[src/verilog/mscyt_pkg.sv]
// Constants shared by the multi-stage cycle timer and its tick divider.
// Assumes a 125 MHz core clock; times are held in tenths of a second.
package mscyt_pkg;
    localparam int          STAGE_MAX      = 8;
    localparam int          STAGE_W        = 3;
    localparam int          PASS_W         = 32;
    localparam int          TIME_W         = 15;       // Tenths of a second, up to 30000
    localparam int          CLK_HZ         = 125000000;
    localparam int          TICK_S_DIV     = 10;       // One time unit is 0.1 s
    localparam int          TICK_CYCLES    = CLK_HZ / TICK_S_DIV;
    localparam int          PRE_W          = 24;
    localparam logic [3:0]  STAGES_MIN     = 4'h2;
    localparam logic [3:0]  STAGES_RESET   = 4'h8;
    localparam logic [15:0] PASSES_RESET   = 16'h0000;
    localparam logic [TIME_W-1:0] ON_MIN   = 15'h0001; // 0.1 s
    localparam logic [TIME_W-1:0] ON_MAX   = 15'h7530; // 3000.0 s
    localparam logic [TIME_W-1:0] ON_RESET = 15'h000a; // 1.0 s
    localparam logic [TIME_W-1:0] OFF_RESET = 15'h0000;
    localparam logic [7:0]  ADDR_CTRL      = 8'h00;
    localparam logic [7:0]  ADDR_STAGES    = 8'h04;
    localparam logic [7:0]  ADDR_PASSES    = 8'h08;
    localparam logic [7:0]  ADDR_STATUS    = 8'h0c;
    localparam logic [7:0]  ADDR_PASSCNT   = 8'h10;
    localparam logic [7:0]  ADDR_ON_BASE   = 8'h20;
    localparam logic [7:0]  ADDR_OFF_BASE  = 8'h40;
    localparam int          CTRL_START     = 0;
    localparam int          CTRL_RESUME    = 1;
    localparam int          CTRL_HOLD      = 2;
    typedef enum logic [1:0] {MSCYT_IDLE, MSCYT_ON, MSCYT_OFF, MSCYT_DONE} mscyt_state_t;
endpackage

[src/verilog/mscyt_tick.sv]
// Free-running divider making a one-cycle pulse every 0.1 s.
// Assumes core_clk at the package rate; no external inputs.
`timescale 1ns/10ps
module mscyt_tick
    import mscyt_pkg::*;
#(
    parameter int TICK_DIV = TICK_CYCLES // Cycles per time unit; lowered only to keep simulations short
)
(
    // Clock and reset
    input  wire logic core_clk,
    input  wire logic rstn,
    // Tick pulse
    output logic      tick
);
    logic [PRE_W-1:0] pre_reg;
    logic [PRE_W-1:0] pre_next;
    logic             tick_next;

    // Wrap the prescaler at the end of each tenth of a second
    always_comb
    begin
        tick_next = (pre_reg == PRE_W'(TICK_DIV - 1));
        pre_next  = tick_next ? '0 : pre_reg + 1'b1;
    end

    always_ff @(posedge core_clk or negedge rstn)
    begin
        if (!rstn)
        begin
            pre_reg <= '0;
            tick    <= 1'b0;
        end
        else
        begin
            pre_reg <= pre_next;
            tick    <= tick_next;
        end
    end
endmodule

[src/verilog/mscyt_timer.sv]
// Multi-stage cycle timer: sequences on/off periods per stage for passes.
// Assumes a register master on core_clk; run and stage feed other logic.
`timescale 1ns/10ps
module mscyt_timer
    import mscyt_pkg::*;
#(
    parameter int TICK_DIV = TICK_CYCLES // Cycles per 0.1 s; a bench may lower it to reach stage changes
)
(
    // Clock and reset
    input  wire logic                  core_clk,
    input  wire logic                  rstn,
    // Register port
    input  wire logic [7:0]            reg_addr,
    input  wire logic [31:0]           reg_wdata,
    input  wire logic                  reg_wr,
    input  wire logic                  reg_rd,
    output logic      [31:0]           reg_rdata,
    // Sequencer outputs
    output logic                       run,
    output logic      [STAGE_W-1:0]    stage,
    output logic      [PASS_W-1:0]     pass_count
);
    import mscyt_pkg::*;

    // Configuration registers
    logic [2:0]        ctrl_reg, ctrl_next;
    logic [3:0]        stages_reg, stages_next;
    logic [15:0]       passes_reg, passes_next;
    logic [TIME_W-1:0] on_reg  [STAGE_MAX];
    logic [TIME_W-1:0] off_reg [STAGE_MAX];
    logic [TIME_W-1:0] on_next  [STAGE_MAX];
    logic [TIME_W-1:0] off_next [STAGE_MAX];
    logic [31:0]       rdata_next;
    // Sequencer state
    mscyt_state_t      state_reg, state_next;
    logic [STAGE_W-1:0] stage_reg, stage_next;
    logic [PASS_W-1:0] pass_reg, pass_next;
    logic [TIME_W-1:0] left_reg, left_next;
    logic              run_next;
    logic              start_d_reg;
    logic              tick;

    // Indexed decode of a per-stage window; used for on and off tables
    function automatic logic in_table(input logic [7:0] a, input logic [7:0] base);
        in_table = (a >= base) && (a < base + 8'h20) && (a[1:0] == 2'b00);
    endfunction

    mscyt_tick #(.TICK_DIV(TICK_DIV)) u_tick
    (
        .core_clk (core_clk),
        .rstn     (rstn),
        .tick     (tick)
    );

    // Register writes; out-of-range values are clamped so timing stays legal
    always_comb
    begin
        ctrl_next   = ctrl_reg;
        stages_next = stages_reg;
        passes_next = passes_reg;
        for (int i = 0; i < STAGE_MAX; i++)
        begin
            on_next[i]  = on_reg[i];
            off_next[i] = off_reg[i];
        end
        if (reg_wr)
        begin
            if (reg_addr == ADDR_CTRL)
            begin
                ctrl_next = reg_wdata[2:0];
            end
            else if (reg_addr == ADDR_STAGES)
            begin
                if (reg_wdata[3:0] < STAGES_MIN)
                    stages_next = STAGES_MIN;
                else if (reg_wdata[31:4] != '0 || reg_wdata[3:0] > STAGES_RESET)
                    stages_next = STAGES_RESET;
                else
                    stages_next = reg_wdata[3:0];
            end
            else if (reg_addr == ADDR_PASSES)
            begin
                passes_next = reg_wdata[15:0];
            end
            else if (in_table(reg_addr, ADDR_ON_BASE))
            begin
                if (reg_wdata[TIME_W-1:0] < ON_MIN)
                    on_next[reg_addr[4:2]] = ON_MIN;
                else if (reg_wdata[31:TIME_W] != '0 || reg_wdata[TIME_W-1:0] > ON_MAX)
                    on_next[reg_addr[4:2]] = ON_MAX;
                else
                    on_next[reg_addr[4:2]] = reg_wdata[TIME_W-1:0];
            end
            else if (in_table(reg_addr, ADDR_OFF_BASE))
            begin
                if (reg_wdata[31:TIME_W] != '0 || reg_wdata[TIME_W-1:0] > ON_MAX)
                    off_next[reg_addr[4:2]] = ON_MAX;
                else
                    off_next[reg_addr[4:2]] = reg_wdata[TIME_W-1:0];
            end
        end
    end

    // Read mux; unmapped addresses read zero
    always_comb
    begin
        rdata_next = '0;
        if (reg_rd)
        begin
            if (reg_addr == ADDR_CTRL)
                rdata_next = {29'h0, ctrl_reg};
            else if (reg_addr == ADDR_STAGES)
                rdata_next = {28'h0, stages_reg};
            else if (reg_addr == ADDR_PASSES)
                rdata_next = {16'h0, passes_reg};
            else if (reg_addr == ADDR_STATUS)
                rdata_next = {24'h0, 1'b0, stage_reg, (state_reg == MSCYT_DONE),
                              (state_reg != MSCYT_IDLE), run, 1'b0};
            else if (reg_addr == ADDR_PASSCNT)
                rdata_next = pass_reg;
            else if (in_table(reg_addr, ADDR_ON_BASE))
                rdata_next = {17'h0, on_reg[reg_addr[4:2]]};
            else if (in_table(reg_addr, ADDR_OFF_BASE))
                rdata_next = {17'h0, off_reg[reg_addr[4:2]]};
        end
    end

    always_ff @(posedge core_clk or negedge rstn)
    begin
        if (!rstn)
        begin
            ctrl_reg   <= '0;
            stages_reg <= STAGES_RESET;
            passes_reg <= PASSES_RESET;
            reg_rdata  <= '0;
            for (int i = 0; i < STAGE_MAX; i++)
            begin
                on_reg[i]  <= ON_RESET;
                off_reg[i] <= OFF_RESET;
            end
        end
        else
        begin
            ctrl_reg   <= ctrl_next;
            stages_reg <= stages_next;
            passes_reg <= passes_next;
            reg_rdata  <= rdata_next;
            for (int i = 0; i < STAGE_MAX; i++)
            begin
                on_reg[i]  <= on_next[i];
                off_reg[i] <= off_next[i];
            end
        end
    end

    // Sequencer: start edge enters the on period, ticks count time down.
    // A zero off time costs one tick, keeping each stage change visible.
    always_comb
    begin
        state_next = state_reg;
        stage_next = stage_reg;
        pass_next  = pass_reg;
        left_next  = left_reg;
        if (!ctrl_reg[CTRL_START])
        begin
            state_next = MSCYT_IDLE;
        end
        else if (!start_d_reg)
        begin
            state_next = MSCYT_ON;
            if (!ctrl_reg[CTRL_RESUME] || {1'b0, stage_reg} >= stages_reg)
            begin
                stage_next = '0;
                pass_next  = '0;
            end
            left_next  = on_reg[stage_next];
        end
        else if (tick)
        begin
            case (state_reg)
                MSCYT_ON:
                begin
                    if (left_reg <= 15'h0001)
                    begin
                        state_next = MSCYT_OFF;
                        left_next  = off_reg[stage_reg];
                    end
                    else
                        left_next = left_reg - 1'b1;
                end
                MSCYT_OFF:
                begin
                    if (left_reg <= 15'h0001)
                    begin
                        // A count shrunk below the active stage wraps here, never past stage 7
                        if ({1'b0, stage_reg} >= stages_reg - 4'h1)
                        begin
                            pass_next = pass_reg + 1'b1;
                            if (passes_reg != '0 && pass_next >= PASS_W'(passes_reg))
                                state_next = MSCYT_DONE;
                            else
                            begin
                                stage_next = '0;
                                state_next = MSCYT_ON;
                            end
                        end
                        else
                        begin
                            stage_next = stage_reg + 1'b1;
                            state_next = MSCYT_ON;
                        end
                        left_next = on_reg[stage_next];
                    end
                    else
                        left_next = left_reg - 1'b1;
                end
                default:
                begin
                    state_next = state_reg;
                end
            endcase
        end
        // Run only during on time, or held at the last stage when finished
        run_next = (state_next == MSCYT_ON) ||
                   (state_next == MSCYT_DONE && ctrl_reg[CTRL_HOLD]);
    end

    always_ff @(posedge core_clk or negedge rstn)
    begin
        if (!rstn)
        begin
            state_reg   <= MSCYT_IDLE;
            stage_reg   <= '0;
            pass_reg    <= '0;
            left_reg    <= '0;
            start_d_reg <= 1'b0;
            run         <= 1'b0;
            stage       <= '0;
            pass_count  <= '0;
        end
        else
        begin
            state_reg   <= state_next;
            stage_reg   <= stage_next;
            pass_reg    <= pass_next;
            left_reg    <= left_next;
            start_d_reg <= ctrl_reg[CTRL_START];
            run         <= run_next;
            stage       <= stage_next;
            pass_count  <= pass_next;
        end
    end

    // Checks
    // Run is made from the control bits of the cycle before, so hold is looked at there
    property p_run_only_on;
        @(posedge core_clk) disable iff (!rstn)
        run |-> (state_reg == MSCYT_ON || (state_reg == MSCYT_DONE && $past(ctrl_reg[CTRL_HOLD])));
    endproperty
    a_run_only_on: assert property (p_run_only_on) else $error("run outside on time");
    property p_start_first;
        @(posedge core_clk) disable iff (!rstn)
        (ctrl_reg[CTRL_START] && !start_d_reg && !ctrl_reg[CTRL_RESUME])
            |=> (state_reg == MSCYT_ON && stage_reg == 3'h0 && pass_reg == '0 && run);
    endproperty
    a_start_first: assert property (p_start_first) else $error("start did not begin at stage zero");
    property p_stop_drops;
        @(posedge core_clk) disable iff (!rstn) !ctrl_reg[CTRL_START] |=> !run;
    endproperty
    a_stop_drops: assert property (p_stop_drops) else $error("run not dropped on stop");
    property p_stage_ascend;
        @(posedge core_clk) disable iff (!rstn)
        (start_d_reg && ctrl_reg[CTRL_START] && stage_reg != $past(stage_reg))
            |-> (stage_reg == $past(stage_reg) + 3'h1 || stage_reg == 3'h0);
    endproperty
    a_stage_ascend: assert property (p_stage_ascend) else $error("stage skipped");
    property p_stage_range;
        @(posedge core_clk) disable iff (!rstn)
        (state_reg == MSCYT_ON && $past(state_reg) != MSCYT_ON) |-> {1'b0, stage_reg} < $past(stages_reg);
    endproperty
    a_stage_range: assert property (p_stage_range) else $error("stage beyond count");
    property p_no_hold;
        @(posedge core_clk) disable iff (!rstn)
        (state_reg == MSCYT_DONE && !$past(ctrl_reg[CTRL_HOLD])) |-> !run;
    endproperty
    a_no_hold: assert property (p_no_hold) else $error("run kept without hold");
    property p_hold;
        @(posedge core_clk) disable iff (!rstn)
        (state_reg == MSCYT_DONE && $past(ctrl_reg[CTRL_HOLD]) && $past(ctrl_reg[CTRL_START])) |-> run;
    endproperty
    a_hold: assert property (p_hold) else $error("hold did not keep run");
    property p_pass_step;
        @(posedge core_clk) disable iff (!rstn)
        (pass_reg != $past(pass_reg) && $past(start_d_reg)) |-> (pass_reg == $past(pass_reg) + 1);
    endproperty
    a_pass_step: assert property (p_pass_step) else $error("pass count jumped");
    property p_limit;
        @(posedge core_clk) disable iff (!rstn)
        (state_reg == MSCYT_DONE && $past(state_reg) != MSCYT_DONE) |-> $past(passes_reg) != '0;
    endproperty
    a_limit: assert property (p_limit) else $error("finished with endless passes");
    property p_on_bounds;
        @(posedge core_clk) disable iff (!rstn) on_reg[0] >= ON_MIN && on_reg[0] <= ON_MAX;
    endproperty
    a_on_bounds: assert property (p_on_bounds) else $error("on time out of range");
    c_done:  cover property (@(posedge core_clk) disable iff (!rstn) state_reg == MSCYT_DONE);
    c_wrap:  cover property (@(posedge core_clk) disable iff (!rstn) pass_reg == 32'h2);
    c_off:   cover property (@(posedge core_clk) disable iff (!rstn) state_reg == MSCYT_OFF);
endmodule

[config.mk]
export PLATFORM = sky130hd
export DESIGN_NAME = mscyt_timer
export DESIGN_NICKNAME = d
export VERILOG_FILES = /design/src/verilog/mscyt_pkg.sv /design/src/verilog/mscyt_tick.sv /design/src/verilog/mscyt_timer.sv
export SDC_FILE = /design/constraint.sdc
export NUM_CORES = 1
export LEC_CHECK = 0
export BUFFER_PORTS_ARGS = -buffer_cell sky130_fd_sc_hd__buf_2
export CORE_MARGIN = 10
export CORE_UTILIZATION = 40
export CTS_CLUSTER_DIAMETER = 100
export DETAILED_ROUTE_END_ITERATION = 10
export PLACE_DENSITY = 0.53
export SYNTH_ARGS = -nofsm -noshare
export SYNTH_HDL_FRONTEND = slang
export SYNTH_HIERARCHICAL = 1
export SYNTH_SLANG_ARGS = --single-unit
[constraint.sdc]
create_clock -name core_clk -period 9.4 [get_ports core_clk]
set_input_delay 0.94 -clock core_clk [delete_from_list [all_inputs] [get_ports core_clk]]
set_output_delay 0.94 -clock core_clk [all_outputs]
set_load 0.03 [all_outputs]
==> flow_metrics.tcl <==
set metrics [dict create \
    routabilityCongestion 0.9402 \
    cts_max_level 2 \
    first_pass_iters 6 \
    synthCells 2221 \
    finalClockSkew_ns 0.02858 \
    multi_input_area_sq_um 11460 \
    synth-edff-count 0 \
    hpwl_um 52670 \
    syn_to_final_growth_pct 11.81 \
    cts_setup_buffers 0 \
    fin_crit_ns 5.335 \
    grt_pass1_wl_um 119200 \
    slowest_delay_ns 0.59 \
    cp-end-kind "flop" \
    synthesis.nets 2297 \
    overflow 0 \
    cts_max_path_buffers 3 \
    fp.dieW_um 252.7 \
    io_buffers 111 \
    fill_cells 5180 \
    initial_core_util 0.4033 \
    drtIter0Drc 1901 \
    cts_hold_buf 0 \
    grt_usage 0.2447 \
    cts-resized-gates 0 \
    path_cells "nand4_2 -> nor3_1 -> and3_1 -> xor2_1 -> ha_1 -> a41o_1 -> a21oi_1 -> a2bb2oi_1 -> nand3_1 -> or4_4 -> o31ai_4 -> nand2_4 -> mux2i_1 -> a222oi_1 -> a221o_1" \
    drc 0 \
    finalMaxSlewViolations 0 \
    worst_r2r_startpoint "pass_reg[0]" \
    syn_avg_cell_area_sq_um 9.753 \
    rsz0062_at_grt "false" \
    critPathKind "flop to flop" \
    min_path_type "input pin to async pin" \
    clock-sinks 374 \
    rrSetupSlack_ns 4.06 \
    cts_buffers 45 \
    powerDensity_nw_per_um2 162.4 \
    status "finished clean" \
    worst-r2r-cell-count 15 \
    antenna_cells 0 \
    seq_area_frac_synth 0.4331 \
    drive_above_1_share 0.1776 \
    reg2reg_to "left_reg[7]" \
    tightest_slew_ns 1.250 \
    yosysUniqueCellTypes 84 \
    fp-row-count 85 \
    fin_tns_setup_ns 0 \
    cts_root_buffer "clkbuf_16" \
    setup_viol 0 \
    ff_latch_area_sq_um 9384 \
    syn_area_sq_um 21660 \
    ir_drop_uv 137.7 \
    async_flop_share 1.000 \
    routed_wl_um 78720 \
    cts_tree "yes" \
    finalPower_mw 3.934 \
    hold_viol 0 \
    fp.dieH_um 252.7 \
    endpoint "left_reg[7]" \
    timing.critical_path.buf_inv 0 \
    dieArea_sq_um 63860 \
    cp-start-kind "flop" \
    synth_seq_cells 374 \
    grt_antenna_before_repair 0 \
    critPathLaunch "pass_reg[0]" \
    required_ns 9.86 \
    critPathTopFamily "simple AND/OR/NAND/NOR gates" \
    coreArea_sq_um 53710 \
    final_antenna_net_count 0 \
    via_count 18480 \
    maxCapViolCount 0 \
    arrival_ns 5.79 \
    vias_per_cell 6.221 \
    io_pins 112 \
    grt_max_degree 168 \
    finish.net_count 2318 \
    fin_crit_sh 0.5676 \
    ys.flop_type "dfrtp_1" \
    crit_cells 15 \
    ys.warnings.count 6 \
    path_clk_slew_ns 0.06 \
    grt_pass1_vias 18130 \
    cp_max_fo 51 \
    critical_path.slowest_cell "nor3_1" \
    leakage_nw 10.47 \
    final_util 0.4509 \
    fmax_mhz 187.4 \
    relSlewSlack 0.1664 \
    wl_per_cell_um 26.50 \
    clkLatencyLatePin_ns 0.60 \
]
cells in the final DEF, fill, tap and decap left out, drive strengths merged, types with 12 or more instances in the layout:
cell | Yosys | routed
a211oi | 23 | 23
dfrtp | 357 | 357
nor2 | 91 | 91
nand4 | 24 | 24
nand2 | 406 | 406
and3 | 38 | 38
xor2 | 18 | 18
nor3 | 30 | 30
o21ai | 257 | 257
o22ai | 14 | 14
nand3 | 64 | 64
a22o | 57 | 57
a222oi | 20 | 20
and2 | 26 | 26
ha | 32 | 32
or4 | 14 | 14
o31ai | 23 | 23
inv | 43 | 44
a21oi | 68 | 68
nor2b | 12 | 12
buf | 26 | 144
nor4 | 24 | 24
clkbuf | 144 | 66
a31oi | 12 | 12
mux2 | 43 | 43
dfstp | 17 | 17
mux4 | 95 | 95
a311oi | 17 | 17
xnor2 | 25 | 25
mux2i | 72 | 72
worst register-to-register path: cells and delay by family, from the launching register on:
family / cells / cell delay (ns)
AND/OR/NAND/NOR: 6 / 2.24
AO/OA/AOI/OAI: 6 / 1.61
flip-flops: 1 / 0.49
multiplexers: 1 / 0.39
adder cells (fa/ha/maj): 1 / 0.29
XOR/XNOR: 1 / 0.19
power breakdown:
| group | switching, mW | internal, mW | total (mW) |
|---|---|---|---|
| sequential | 0.0730 | 1.67 | 1.75 |
| clock | 0.722 | 1.08 | 1.81 |
| combinational | 0.232 | 0.150 | 0.382 |
kinds of logic (layout without fill, tap and decap cells):
logic type / count (synthesis) / after routing / share of synthesized area
DFF: 374 / 374 / 0.4331
muxes: 210 / 210 / 0.1544
AOI/OAI and AO/OA: 580 / 580 / 0.1736
adders and majority gates: 32 / 32 / 0.01848
buffers and inverters: 213 / 267 / 0.03859
and+or+nand+nor: 769 / 769 / 0.1645
xor gates and xnor gates: 43 / 43 / 0.01739
cell usage after synthesis, drive strengths merged (10+ instances only):
library cell / n / area share
nor2: 91 / 0.016
nor4: 24 / 0.0075
nor2b: 12 / 0.0035
dfstp: 17 / 0.021
clkbuf: 144 / 0.025
buf: 26 / 0.0062
nor3: 30 / 0.0069
a211oi: 23 / 0.0080
a21oi: 68 / 0.016
xnor2: 25 / 0.010
a22o: 57 / 0.023
a222oi: 20 / 0.0092
or4: 14 / 0.0054
a31o: 11 / 0.0044
and3: 38 / 0.011
o21ai: 257 / 0.059
nand2: 406 / 0.071
and2: 26 / 0.0075
nand3: 64 / 0.015
or3: 10 / 0.0029
inv: 43 / 0.0075
a311oi: 17 / 0.0069
o31ai: 23 / 0.0086
nand4: 24 / 0.0072
ha: 32 / 0.018
mux2i: 72 / 0.033
o22ai: 14 / 0.0040
mux4: 95 / 0.099
mux2: 43 / 0.022
dfrtp: 357 / 0.41
xor2: 18 / 0.0073
a31oi: 12 / 0.0035
routing by layer:
metal  routed length (um)  share of wire  up-vias  track usage
met5                    0              0        -            0
met2                35980           0.46      780       0.3800
met4                 2690          0.034        0      0.08723
met1                34060           0.43     9320       0.3378
li1                     -              -     8239            -
met3                 5990          0.076      144      0.04297
worst min path at each step:
stage                 startpoint                end  depth (start not counted)
5_1_grt                     rstn  u_tick/pre_reg[7]                          1
6_report                    rstn  u_tick/pre_reg[3]                          1
3_3_place_gp          off_reg[4]         off_reg[4]                          2
2_1_floorplan        ctrl_reg[0]        start_d_reg                          0
3_5_place_dp   u_tick/pre_reg[0]  u_tick/pre_reg[0]                          1
4_1_cts                     rstn  u_tick/pre_reg[6]                          1
area by class of cell:
type,instances,share of cell area
multi-input combinational,1634,0.4733
clock inverter,14,0.009247
timing repair buffer,144,0.03430
clock buffer,66,0.05306
inverter,43,0.006664
sequential,374,0.3875
tap,696,0.03596
through the flow:
step	worst slack [ns]	cell area [sq um]	hold slack, ns	instances
2_1_floorplan	5.151	21660	0.3843	2221
3_3_place_gp	4.382	22710	0.4753	2891
3_5_place_dp	4.241	22710	0.4834	2891
4_1_cts	4.232	24220	0.3341	2971
5_1_grt	3.834	24220	0.3579	2971
6_report	4.065	24220	0.3125	2971
(Power assumes the default switching activity.)
